===== src/logic/crf_pkg.sv =====
// Package of constants for the control register file.
package crf_pkg;
   // ---------------------------------------------------------------
   // Address map
   // ---------------------------------------------------------------
   localparam int          ADDR_W          = 7;
   localparam int          NIB_W           = 4;
   localparam int          CTRL_DEPTH      = 64;
   localparam int          MEM_DEPTH       = 64;
   localparam logic [6:0]  OFS_WATCHDOG    = 7'h03;
   localparam logic [6:0]  OFS_TIMER0      = 7'h11;
   localparam logic [6:0]  OFS_TIMER1      = 7'h12;
   localparam logic [6:0]  OFS_INTERVAL    = 7'h13;
   localparam logic [6:0]  OFS_CONVERTER   = 7'h20;
   localparam logic [6:0]  OVERLAP_BASE    = 7'h40;
   localparam logic [6:0]  WINDOW_ADDR     = 7'h78;
   // ---------------------------------------------------------------
   // Field positions and reset values
   // ---------------------------------------------------------------
   localparam int          BIT_WD_RESTART  = 3;
   localparam int          BIT_WD_ENABLE   = 0;
   localparam int          BIT_TM_RESTART  = 2;
   localparam int          BIT_CONV_START  = 0;
   localparam logic [3:0]  NIB_RESET       = 4'h0;
   localparam logic [3:0]  UNIMPL_VALUE    = 4'h0;
   // Implemented and read-only masks per control address.
   localparam logic [63:0] IMPL_MAP        = 64'h0003_0f0f_000f_ff8e;
   localparam logic [63:0] RDONLY_MAP      = 64'h0002_0000_0000_0004;
   // Bit mask of bits that store a written value in R/W nibbles.
   localparam logic [3:0]  STORE_MASK_WD   = 4'h6;
   localparam logic [3:0]  STORE_MASK_TM   = 4'hb;
   localparam logic [3:0]  STORE_MASK_CONV = 4'he;
   localparam logic [3:0]  STORE_MASK_ALL  = 4'hf;
endpackage : crf_pkg


===== src/logic/crf_access_if.sv =====
// Interface carrying decoded register file accesses.
`timescale 1ns/100ps
interface crf_access_if;
   logic       wrCtrl;
   logic       wrMem;
   logic       rdMem;
   logic [5:0] index;
   logic       bankSel;
   logic [3:0] wrData;
   logic [3:0] memRdData;
   modport ctrl (output wrCtrl, wrMem, rdMem, index, bankSel, wrData,
                 input memRdData);
   modport mem  (input wrMem, rdMem, index, bankSel, wrData,
                 output memRdData);
endinterface : crf_access_if


===== src/logic/crf_control_regs.sv =====
// Control register file with window register transfers.
// ------------------------------------------------------------------
// Summary of operation
// - Control space holds 64 nibbles at addresses 00H to 3FH.
// - Only 26 control nibbles exist and software avoids the other 38.
// - Each implemented nibble is read/write or read-only, one address.
// - Watchdog restart bit 3 and enable bit 0 of 03H accept writes, read 0.
// - Timer restart bit 2 of 11H, 12H and 13H are writable, read 0.
// - Converter start bit 0 of 20H triggers on write and reads 0.
// - Fixed-zero bits read 0 and ignore writes.
// - Writes to read-only nibbles change nothing.
// - Unimplemented addresses read the fixed value 0, writes are ignored.
// - Control nibbles are reached only by the read and write transfers.
// - Addresses 40H to 7FH map to data memory of the selected bank.
// - Addresses below 40H ignore the bank selection.
// - A read copies the nibble into the window, a write copies it out.
// - The register file has 128 nibbles on a seven-bit address.
// ------------------------------------------------------------------
`timescale 1ns/100ps
module crf_control_regs
(
   input  wire logic                 clk,
   input  wire logic                 rst_b,
   input  wire logic                 regfileReadInstr,
   input  wire logic                 regfileWriteInstr,
   input  wire logic [crf_pkg::ADDR_W-1:0] regfileAddr,
   input  wire logic                 dataBankOne,
   input  wire logic [3:0]           windowIn,
   input  wire logic [3:0]           statusIn [crf_pkg::CTRL_DEPTH],
   output      logic [3:0]           windowOut,
   output      logic                 windowLoad,
   output      logic [3:0]           ctrlOut [crf_pkg::CTRL_DEPTH],
   output      logic                 watchdogRestart,
   output      logic                 watchdogEnable,
   output      logic                 timer0Restart,
   output      logic                 timer1Restart,
   output      logic                 intervalTimerRestart,
   output      logic                 converterStart
);
   import crf_pkg::*;

   typedef enum logic [2:0]
   {
      CRF_IDLE = 3'b001,
      CRF_MEMRD = 3'b010,
      CRF_DONE = 3'b100
   } crf_state_type;

   crf_state_type state_q;
   crf_state_type state_d;
   logic [3:0]    nib_q [CTRL_DEPTH];
   logic [3:0]    nib_d [CTRL_DEPTH];
   logic [3:0]    windowOut_q;
   logic [3:0]    windowOut_d;
   logic          windowLoad_q;
   logic          windowLoad_d;
   logic [5:0]    pulse_q;
   logic [5:0]    pulse_d;
   logic          isMem;
   logic [5:0]    idx;
   logic [3:0]    ctrlRead;

   crf_access_if acc ();

   crf_overlap_mem u_mem
   (
      .clk (clk),
      .acc (acc)
   );

   // ---------------------------------------------------------------
   // Address decode.
   // ---------------------------------------------------------------
   assign isMem = regfileAddr[ADDR_W-1];
   assign idx   = regfileAddr[5:0];
   assign acc.index   = idx;
   assign acc.bankSel = dataBankOne;
   assign acc.wrData  = windowIn;
   assign acc.wrMem   = regfileWriteInstr && isMem;
   assign acc.rdMem   = regfileReadInstr && isMem;
   assign acc.wrCtrl  = regfileWriteInstr && !isMem;

   // Control read ignores the bank; unimplemented reads a fixed value.
   always_comb
   begin
      if (!IMPL_MAP[idx])
      begin
         ctrlRead = UNIMPL_VALUE;
      end
      else if (RDONLY_MAP[idx])
      begin
         ctrlRead = statusIn[idx];
      end
      else
      begin
         ctrlRead = nib_q[idx];
      end
   end

   // ---------------------------------------------------------------
   // Control nibble storage, one entry per address.
   // ---------------------------------------------------------------
   generate
      for (genvar g = 0; g < CTRL_DEPTH; g++)
      begin : gNib
         localparam logic [3:0] MASK =
            (g == int'(OFS_WATCHDOG))  ? STORE_MASK_WD :
            (g == int'(OFS_TIMER0))    ? STORE_MASK_TM :
            (g == int'(OFS_TIMER1))    ? STORE_MASK_TM :
            (g == int'(OFS_INTERVAL))  ? STORE_MASK_TM :
            (g == int'(OFS_CONVERTER)) ? STORE_MASK_CONV :
                                         STORE_MASK_ALL;
         always_comb
         begin
            nib_d[g] = nib_q[g];
            if (acc.wrCtrl && idx == 6'(g) && IMPL_MAP[g] &&
                !RDONLY_MAP[g])
            begin
               nib_d[g] = windowIn & MASK;
            end
         end
         always_ff @(posedge clk or negedge rst_b)
         begin
            if (!rst_b)
            begin
               nib_q[g] <= NIB_RESET;
            end
            else
            begin
               nib_q[g] <= nib_d[g];
            end
         end
         assign ctrlOut[g] = nib_q[g];
      end
   endgenerate

   // ---------------------------------------------------------------
   // Trigger pulses and window transfer sequencing.
   // ---------------------------------------------------------------
   always_comb
   begin
      pulse_d = 6'h00;
      if (acc.wrCtrl)
      begin
         pulse_d[0] = idx == OFS_WATCHDOG[5:0] &&
                      windowIn[BIT_WD_RESTART];
         pulse_d[1] = idx == OFS_WATCHDOG[5:0] &&
                      windowIn[BIT_WD_ENABLE];
         pulse_d[2] = idx == OFS_TIMER0[5:0] &&
                      windowIn[BIT_TM_RESTART];
         pulse_d[3] = idx == OFS_TIMER1[5:0] &&
                      windowIn[BIT_TM_RESTART];
         pulse_d[4] = idx == OFS_INTERVAL[5:0] &&
                      windowIn[BIT_TM_RESTART];
         pulse_d[5] = idx == OFS_CONVERTER[5:0] &&
                      windowIn[BIT_CONV_START];
      end
      state_d      = CRF_IDLE;
      windowOut_d  = windowOut_q;
      windowLoad_d = 1'b0;
      case (state_q)
         CRF_IDLE:
         begin
            if (acc.rdMem)
            begin
               state_d = CRF_MEMRD;
            end
            else if (regfileReadInstr)
            begin
               windowOut_d  = ctrlRead;
               windowLoad_d = 1'b1;
               state_d      = CRF_DONE;
            end
         end
         CRF_MEMRD:
         begin
            windowOut_d  = acc.memRdData;
            windowLoad_d = 1'b1;
            state_d      = CRF_DONE;
         end
         CRF_DONE:
         begin
            state_d = CRF_IDLE;
         end
         default:
         begin
            state_d = CRF_IDLE;
         end
      endcase
   end

   always_ff @(posedge clk or negedge rst_b)
   begin
      if (!rst_b)
      begin
         state_q      <= CRF_IDLE;
         windowOut_q  <= NIB_RESET;
         windowLoad_q <= 1'b0;
         pulse_q      <= 6'h00;
      end
      else
      begin
         state_q      <= state_d;
         windowOut_q  <= windowOut_d;
         windowLoad_q <= windowLoad_d;
         pulse_q      <= pulse_d;
      end
   end

   assign windowOut            = windowOut_q;
   assign windowLoad           = windowLoad_q;
   assign watchdogRestart      = pulse_q[0];
   assign watchdogEnable       = pulse_q[1];
   assign timer0Restart        = pulse_q[2];
   assign timer1Restart        = pulse_q[3];
   assign intervalTimerRestart = pulse_q[4];
   assign converterStart       = pulse_q[5];
endmodule : crf_control_regs


===== src/logic/crf_overlap_mem.sv =====
// Banked data memory behind register file addresses 40H to 7FH.
`timescale 1ns/100ps
module crf_overlap_mem
(
   input wire logic   clk,
   crf_access_if.mem  acc
);
   import crf_pkg::*;

   logic [3:0] bankZero [MEM_DEPTH];
   logic [3:0] bankOne  [MEM_DEPTH];
   logic [3:0] rdData_q;

   // ---------------------------------------------------------------
   // Storage, selected by the current bank.
   // ---------------------------------------------------------------
   always_ff @(posedge clk)
   begin
      if (acc.wrMem && !acc.bankSel)
      begin
         bankZero[acc.index] <= acc.wrData;
      end
      if (acc.wrMem && acc.bankSel)
      begin
         bankOne[acc.index] <= acc.wrData;
      end
      rdData_q <= acc.bankSel ? bankOne[acc.index] : bankZero[acc.index];
   end

   assign acc.memRdData = rdData_q;
endmodule : crf_overlap_mem


===== config.mk =====
export PLATFORM = sky130hd
export DESIGN_NAME = crf_control_regs
export DESIGN_NICKNAME = d
export VERILOG_FILES = /design/src/logic/crf_pkg.sv /design/src/logic/crf_access_if.sv /design/src/logic/crf_control_regs.sv /design/src/logic/crf_overlap_mem.sv
export SDC_FILE = /design/constraint.sdc
export NUM_CORES = 1
export LEC_CHECK = 0
export BUFFER_PORTS_ARGS = -buffer_cell sky130_fd_sc_hd__buf_2
export CAP_MARGIN = 25
export CORE_UTILIZATION = 50
export DETAILED_ROUTE_END_ITERATION = 6
export PLACE_DENSITY = 0.73
export SYNTH_ARGS = -nofsm -noshare
export SYNTH_HDL_FRONTEND = slang
export SYNTH_SLANG_ARGS = --single-unit

===== constraint.sdc =====
create_clock -name clk -period 2.6 [get_ports clk]
set_input_delay 0.39 -clock clk [delete_from_list [all_inputs] [get_ports clk]]
set_output_delay 0.39 -clock clk [all_outputs]
set_load 0.005 [all_outputs]

Word level (Yosys, flattened, before mapping) --
Memory sizes are Yosys's and may differ from the RTL's. Index checks and enable logic that the tools add are counted.
Storage, ports and cells: register bits 108, memories 4, bits in writable memories 512, word-level logic and storage cells 128, output and inout port bits 267, bits in latches 0, memory bits (read-only) 128, bits of input ports 272
Memories:
- u_mem.bankOne | depth 64, width 4, read ports 1, clocked after memory_dff 0, write ports 1, RTL line crf_overlap_mem.sv:11 | logic [3:0] bankOne [MEM_DEPTH];
- u_mem.bankZero | depth 64, width 4, read ports 1, clocked after memory_dff 0, write ports 1, RTL line crf_overlap_mem.sv:10 | logic [3:0] bankZero [MEM_DEPTH];
- (name not given) | depth 64, width 1, read ports 1, clocked after memory_dff 0, write ports 0, RTL line crf_control_regs.sv:90 | else if (RDONLY_MAP[idx])
- (name not given) | depth 64, width 1, read ports 1, clocked after memory_dff 0, write ports 0, RTL line crf_control_regs.sv:86 | if (!IMPL_MAP[idx])
Operators by class: divide/modulo/power cells 0, bitwise logic cells 1, $mul 0, mux-type cells 25, equal/unequal tests 28, $lt $le $gt $ge 2, reductions and logical operators 39, shift operators 0, $add $sub $neg 0
Operators with widths (count):
- 6-bit equality test (second input constant) | 9
- 4-bit binary-select mux with 6-bit select | 2
- 6-bit by 4-bit equality test with 1-bit output (second input constant) | 8
- 4-bit 2-to-1 mux | 9
- 1-bit logical AND | 35
- 6-bit by 5-bit equality test with 1-bit output (second input constant) | 4
- 1-bit 2-to-1 mux | 8
- 4-bit one-hot mux with 2 select lines | 1
- 7-bit >= comparator (second input constant) | 1
- 6-bit by 7-bit < comparator with 1-bit output (second input constant) | 1
- 6-bit inverter with 7-bit output | 1
- 6-bit by 1-bit equality test with 1-bit output (second input constant) | 1
- 6-bit by 2-bit equality test with 1-bit output (second input constant) | 1
- 6-bit by 3-bit equality test with 1-bit output (second input constant) | 1
- 3-bit 2-to-1 mux | 2
- 6-bit 2-to-1 mux | 1
- 3-bit one-hot mux with 2 select lines | 1
- 2-bit inequality test (second input constant) | 2
- 3-bit by 1-bit equality test with 1-bit output (second input constant) | 1
- 3-bit by 2-bit equality test with 1-bit output (second input constant) | 1
- 3-bit AND reduction | 1
- 1-bit logical NOT | 2
- 1-bit one-hot mux with 2 select lines | 1
- 2-bit nonzero test | 1

Longest topological paths before layout --
Gate-level depths: netlist of run 1.
word-level depth 9, mapped depth 9, mapped depth without buffers 5

Hierarchy --
Synthesis of run 1 repeated with hierarchy kept, for this count alone.
Second synthesis, totals: cell total of the unflattened synthesis 1865, area total of the unflattened synthesis 27865.5 µm²
By module, submodules not included:
- crf_overlap_mem | instances 1, seq. area each 15454.8 µm², area an instance 20612.3 µm², cells an instance 1197
- crf_control_regs | instances 1, seq. area each 2578.7 µm², area an instance 7253.2 µm², cells an instance 668

Worst setup path after synthesis of run 1 --
No wires, ideal clock.
path kind input -> register, from in regfileAddr[0] (netlist name), to mem u_mem.bankZero[47][0] (enable), setup time 0.329 ns, data arrival time 1.923 ns, stages 8, slack 0.347 ns, data required time 2.271 ns, buffers on the path 5, cells stage by stage buf_6 > buf_6 > buf_4 > buf_4 > nand3_2 > or3_1 > clkbuf_1 > nor2_1
RTL lines:
- from (decl) | RTL line crf_control_regs.sv:26 | input wire logic [crf_pkg::ADDR_W-1:0] regfileAddr,
- to (decl) | RTL line crf_overlap_mem.sv:10
Straight into the memory's write port.

Final worst setup path of run 1 --
from mem u_mem.bankZero[28][0], to reg u_mem.rdData_q[0], in the netlist u_mem.acc.memRdData[0]
On the way: cells in the longest elaborated chain, start to end 2
RTL lines:
- memory read 64 x 4 bit
- 4-bit 2-to-1 mux | RTL line crf_overlap_mem.sv:27 | rdData_q <= acc.bankSel ? bankOne[acc.index] : bankZero[acc.index];
- to (signal assigned) | RTL line crf_overlap_mem.sv:27
- to (decl) | RTL line crf_overlap_mem.sv:12 | logic [3:0] rdData_q;
Every way passes these cells. A chain may end at the register's enable or synchronous reset.

==> impl_metrics.env, run 1 <==
export IMPL_pwr_density_cell_nw_per_um2=658.6
export IMPL_pin_count=539
export IMPL_drt_total_wl_um=80660
export IMPL_clk_path_buf_depth=3
export IMPL_cts_hold_fix_buffers=1
export IMPL_timing_hold_violations_final=0
export IMPL_crit_end="u_mem.acc.memRdData[0]"
export IMPL_cap_violations=0
export IMPL_crit_fanout=1
export IMPL_crit_family="multiplexers"
export IMPL_path_depth=5
export IMPL_grt_max_degree=60
export IMPL_synth_area_leaders="edfxtp_1 56%, mux4_2 13%, dfrtp_1 9.2%"
export IMPL_holdWs_ps=67.21
export IMPL_die_w_um=237.4
export IMPL_wl_per_cell_um=27.75
export IMPL_num_vias=17660
export IMPL_syn_to_final_growth_pct=17.91
export IMPL_yosysMostFrequentCell="edfxtp_1"
export IMPL_yosys_area_top_type="edfxtp_1"
export IMPL_grt_overflow=0
export IMPL_crit_chain="mux4_2 > mux2i_1 > nor2_1 > a2111oi_0 > a22oi_1"
export IMPL_max_slew_margin=0.2965
export IMPL_tritoncts="done"
export IMPL_gp_congestion=1.007
export IMPL_rows=85
export IMPL_grt_pass1_vias=17190
export IMPL_die_h_um=237.4
export IMPL_worst_path_max_delay_cell="a2111oi_0"
export IMPL_skew_ps=9.781
export IMPL_dieArea_um2=56340
export IMPL_rsz0062_at_grt="false"
export IMPL_period_minus_slack_ps=2176
export IMPL_synthArstFlopShare=0.1664
export IMPL_finalCritPeriodShare=0.8368
export IMPL_dr_pass1_iters=6
export IMPL_start_kind="register"
export IMPL_netlist_top_cells_count="512 x edfxtp_1, 184 x buf_4, 178 x nor2_1"
export IMPL_h_tree_depth=2
export IMPL_r2r_start="u_mem.bankZero[28][0]"
export IMPL_r2r_cells=5
export IMPL_core_um2=54240
export IMPL_ys_ff_latch=619
export IMPL_initial_core_util=0.5107
export IMPL_final_nets=2423
export IMPL_grt_usage=0.2859
export IMPL_postCtsSetupBuffers=0
export IMPL_dpl_cell_area_um2=30740
export IMPL_r2r_end="u_mem.acc.memRdData[0]"
export IMPL_cp_startpoint="u_mem.bankZero[28][0]"
export IMPL_netlist_area_um2=27700
export IMPL_synth_avg_cell_area_um2=16.26
export IMPL_syn_inst=1704
export IMPL_clk_pin_slew_worst_paths_ps=70
export IMPL_setup_viol=0
export IMPL_synth_edff_count=512
export IMPL_numPortBuffers=252
export IMPL_root_buffer="clkbuf_16"
export IMPL_cpPeakStageDelay_ps=560
export IMPL_final_max_slew_viol_count=0
export IMPL_drtAntennaViolNets=0
export IMPL_synth_ff_type="edfxtp_1"
export IMPL_cp_arrival_ps=2660
export IMPL_ys_types=71
export IMPL_vias_per_cell=6.076
export IMPL_hp_class="input pin to register"
export IMPL_end_kind="register"
export IMPL_clock_latency_ps=640
export IMPL_peakVddDrop_mv=0.5724
export IMPL_cts_buffers=58
export IMPL_yosysWarnings=0
export IMPL_netlist_area_leader_share=0.5551
export IMPL_crit_type="register to register"
export IMPL_drive_above_1_share=0.3877
export IMPL_finish_instance_area_um2=32660
export IMPL_final_util=0.6022
export IMPL_leakagePower_nw=12.35
export IMPL_worstMarginPinSlew_ps=1051
export IMPL_first_iter_violations=2374
export IMPL_cts_sinks=619
export IMPL_antenna_found_initial=14
export IMPL_status="finished clean"
export IMPL_hpwl_um=58390
export IMPL_ys_seq_area_frac=0.6511
export IMPL_cts_repair_resized=0
export IMPL_grt_pass1_wl_um=116000
export IMPL_path_buf_inv=0
export IMPL_drcViolationCount=0
export IMPL_crit_required_ps=3090
export IMPL_fmax_mhz=459.7
export IMPL_r2r_slack_ps=420
## final cells by class
| type | count | area, um^2 |
|---|---|---|
| fill | 4041 | 21580 |
| sequential | 619 | 18030 |
| multi-input combinational | 986 | 8527 |
| timing repair buffer | 478 | 3292 |
| clock buffer | 61 | 1463 |
| tap | 696 | 870.8 |
| clock inverter | 48 | 417.9 |
| inverter | 8 | 30.03 |
| antenna | 11 | 27.53 |
## power breakdown
group | leakage, nW | internal, mW | switching (mW) | total, mW
clock | 0.893 | 4.53 | 3.86 | 8.40
sequential | 6.03 | 10.9 | 0.138 | 11.0
combinational | 5.43 | 0.884 | 1.18 | 2.07
total | 12.4 | 16.3 | 5.19 | 21.5
## stage by stage
step	TNS (ps)	total power [mW]	setup slack [ps]	instances
after CTS	0	21.53	512.2	2896
after floorplan	0	12.35	347.4	1869
after global placement	-64.94	13.23	-50.59	2786
after detailed placement	-210.9	13.28	-131.6	2786
after global routing	0	22.05	414.7	2904
final	0	21.51	424.4	2907
## metal layers
| metal | share of wire | vias up | global-route usage |
|---|---|---|---|
| met4 | 0.039 | 2 | 0.1032 |
| li1 | - | 7208 | - |
| met2 | 0.48 | 1232 | 0.4574 |
| met1 | 0.38 | 9040 | 0.3897 |
| met5 | 0.00014 | - | 0 |
| met3 | 0.10 | 181 | 0.06039 |
## state kept, by name (all words and copies together) (netlist names)
name,cells
ctrlOut,90
pulse_q,6
state_q,3
u_mem.acc.memRdData,4
u_mem.bankOne,256
u_mem.bankZero,256
windowOut,4
## cells in the final DEF, fill, tap and decap left out, types with 28 or more instances in the layout
cell type / count
a22oi_1: 28
buf_2: 244
buf_4: 207
clkbuf_16: 58
conb_1: 166
dfrtp_1: 102
edfxtp_1: 512
mux2_2: 95
mux2i_1: 34
mux4_2: 161
nand2_1: 75
nor2_1: 178
## cell families (layout without fill, tap and decap cells)
| family | after synthesis | after routing | synth area share |
|---|---|---|---|
| flip-flops | 619 | 619 | 0.6511 |
| AND/OR/NAND/NOR | 381 | 381 | 0.06329 |
| multiplexers | 295 | 295 | 0.1860 |
| buffers and inverters | 264 | 595 | 0.06347 |
| AO/OA/AOI/OAI | 144 | 144 | 0.03605 |
| other | 1 | 177 | 0.0001354 |
## worst min-delay path by stage
stage / from / to / slack, ps / depth (start not counted)
2_1_floorplan: rst_b / ctrlOut[112] / 90 / 0
3_3_place_gp: rst_b / ctrlOut[205] / 410 / 1
3_5_place_dp: rst_b / ctrlOut[207] / 420 / 1
4_1_cts: regfileAddr[6] / state_q[1] / 50 / 2
5_1_grt: regfileAddr[6] / state_q[1] / 60 / 2
6_report: regfileAddr[6] / state_q[1] / 70 / 2
No activity file was read; power rests on OpenSTA's default activity.
==> inputs of run 2 (changes only) <==
- PLACE_DENSITY: 0.73 -> 0.76
- clock period: 2.6 -> 2 ns (I/O delays scaled with it)
==> impl_metrics.env, run 2 (same netlist as run 1, synthesis figures left out) <==
export IMPL_clk_path_buf_depth=3
export IMPL_clock_latency_ps=650
export IMPL_setup_viol=1
export IMPL_start_kind="register"
export IMPL_r2r_start="u_mem.bankZero[15][1]"
export IMPL_worst_path_max_delay_cell="mux4_2"
export IMPL_vias_per_cell=6.017
export IMPL_end_kind="register"
export IMPL_initial_core_util=0.5107
export IMPL_pin_count=539
export IMPL_grt_pass1_wl_um=118800
export IMPL_drtAntennaViolNets=0
export IMPL_cap_violations=0
export IMPL_rows=85
export IMPL_h_tree_depth=2
export IMPL_core_um2=54240
export IMPL_final_nets=2578
export IMPL_root_buffer="clkbuf_16"
export IMPL_cp_startpoint="u_mem.bankZero[15][1]"
export IMPL_cts_sinks=619
export IMPL_violations="setup timing"
export IMPL_grt_pass1_vias=17880
export IMPL_drt_total_wl_um=82420
export IMPL_hp_class="input pin to register"
export IMPL_numPortBuffers=252
export IMPL_skew_ps=35.91
export IMPL_cp_arrival_ps=2560
export IMPL_period_minus_slack_ps=2044
export IMPL_hp_start="regfileAddr[6]"
export IMPL_crit_type="register to register"
export IMPL_peakVddDrop_mv=0.7389
export IMPL_final_common_cell="edfxtp_1"
export IMPL_first_iter_violations=2397
export IMPL_syn_to_final_growth_pct=23.28
export IMPL_rsz0062_at_grt="true"
export IMPL_hpwl_um=60530
export IMPL_die_h_um=237.4
export IMPL_max_slew_margin=0.4948
export IMPL_crit_chain="mux4_2 > a22oi_2 > buf_6 > a21oi_2 > or4_4 > a2bb2oi_2"
export IMPL_wl_per_cell_um=26.99
export IMPL_final_util=0.6296
export IMPL_dieArea_um2=56340
export IMPL_status="finished, violations left"
export IMPL_layout_common_cells="512 x edfxtp_1, 353 x buf_4, 244 x buf_2, 169 x nor2_1, 166 x conb_1"
export IMPL_drcViolationCount=0
export IMPL_leakagePower_nw=13.27
export IMPL_gp_congestion=1.026
export IMPL_grt_overflow=0
export IMPL_crit_fanout=1
export IMPL_cpPeakStageDelay_ps=490
export IMPL_drive_above_1_share=0.4325
export IMPL_r2r_slack_ps=-40
export IMPL_clk_pin_slew_worst_paths_ps=60
export IMPL_grt_max_degree=70
export IMPL_grt_usage=0.2917
export IMPL_fin_ws_ps=-44.23
export IMPL_postCtsSetupBuffers=0
export IMPL_pwr_density_cell_nw_per_um2=845.0
export IMPL_antenna_found_initial=8
export IMPL_cts_buffers=59
export IMPL_crit_required_ps=2510
export IMPL_dr_pass1_iters=7
export IMPL_die_w_um=237.4
export IMPL_num_vias=18380
export IMPL_worstMarginPinSlew_ps=757.9
export IMPL_final_max_slew_viol_count=0
export IMPL_timing_hold_violations_final=0
export IMPL_finalCritPeriodShare=1.022
export IMPL_fill_cells=3768
export IMPL_holdWs_ps=83.65
export IMPL_fmax_mhz=489.2
export IMPL_tritoncts="done"
[run 2: per-stage QoR]
step	cells	cell area [um^2]	worst slack [ps]	power (mW)	setup TNS [ps]
final	3054	34150	-44.23	28.86	-44.23
after global routing	3052	34140	-83.09	29.52	-83.09
after CTS	3050	34100	-27.16	28.86	-27.16
after detailed placement	2940	32050	-591.0	17.36	-88370
after global placement	2940	32050	-580.4	17.29	-71200
after floorplan	1869	28420	-46.09	16.07	-3311
[run 2: final timing paths]
path,end,cells after the start
hold reg to reg,ctrlOut[218],2
setup / recovery,u_mem.acc.memRdData[1],6
setup reg to reg,u_mem.acc.memRdData[1],6
hold / removal,state_q[1],3
min in group asynchronous,ctrlOut[223],2
max in group asynchronous,state_q[0],3
[run 2: cell type report]
cell class	count	area (um^2)	area share
timing repair buffer	632	4539	0.1329
sequential	619	18030	0.5281
clock buffer	74	1584	0.04639
inverter	8	30.03	0.0008794
tap	696	870.8	0.02550
multi-input combinational	986	8631	0.2528
antenna	4	10.01	0.0002931
clock inverter	35	447.9	0.01312
[run 2: power by group]
part           switching [mW]  internal (mW)  leakage, nW  total (mW)
sequential              0.194           14.2         6.03        14.4
combinational            1.56           1.26         6.25        2.81
clock                    4.88           6.78        0.989        11.7
[run 2: critical path, delay by kind of cell, from the launching register on]
family,cells,cell delay [ps]
AO/OA/AOI/OAI,3,410
buffers and inverters,1,150
flip-flops,1,380
AND/OR/NAND/NOR,1,490
multiplexers,1,490
[run 2: routing by layer]
| layer | vias up | track usage | routed length, um |
|---|---|---|---|
| met1 | 9278 | 0.3953 | 31100 |
| li1 | 7514 | - | - |
| met3 | 180 | 0.06329 | 8725 |
| met2 | 1398 | 0.4649 | 39590 |
| met4 | 6 | 0.1122 | 2979 |
| met5 | - | 0 | 35 |
[run 2: repair_timing]
action	CTS	global route
pin swaps	2	1
hold buffers	1	0
endpoints found under the setup margin	1	6
hold endpoints to repair	40	0
gates cloned	0	0
gates resized for setup	2	11
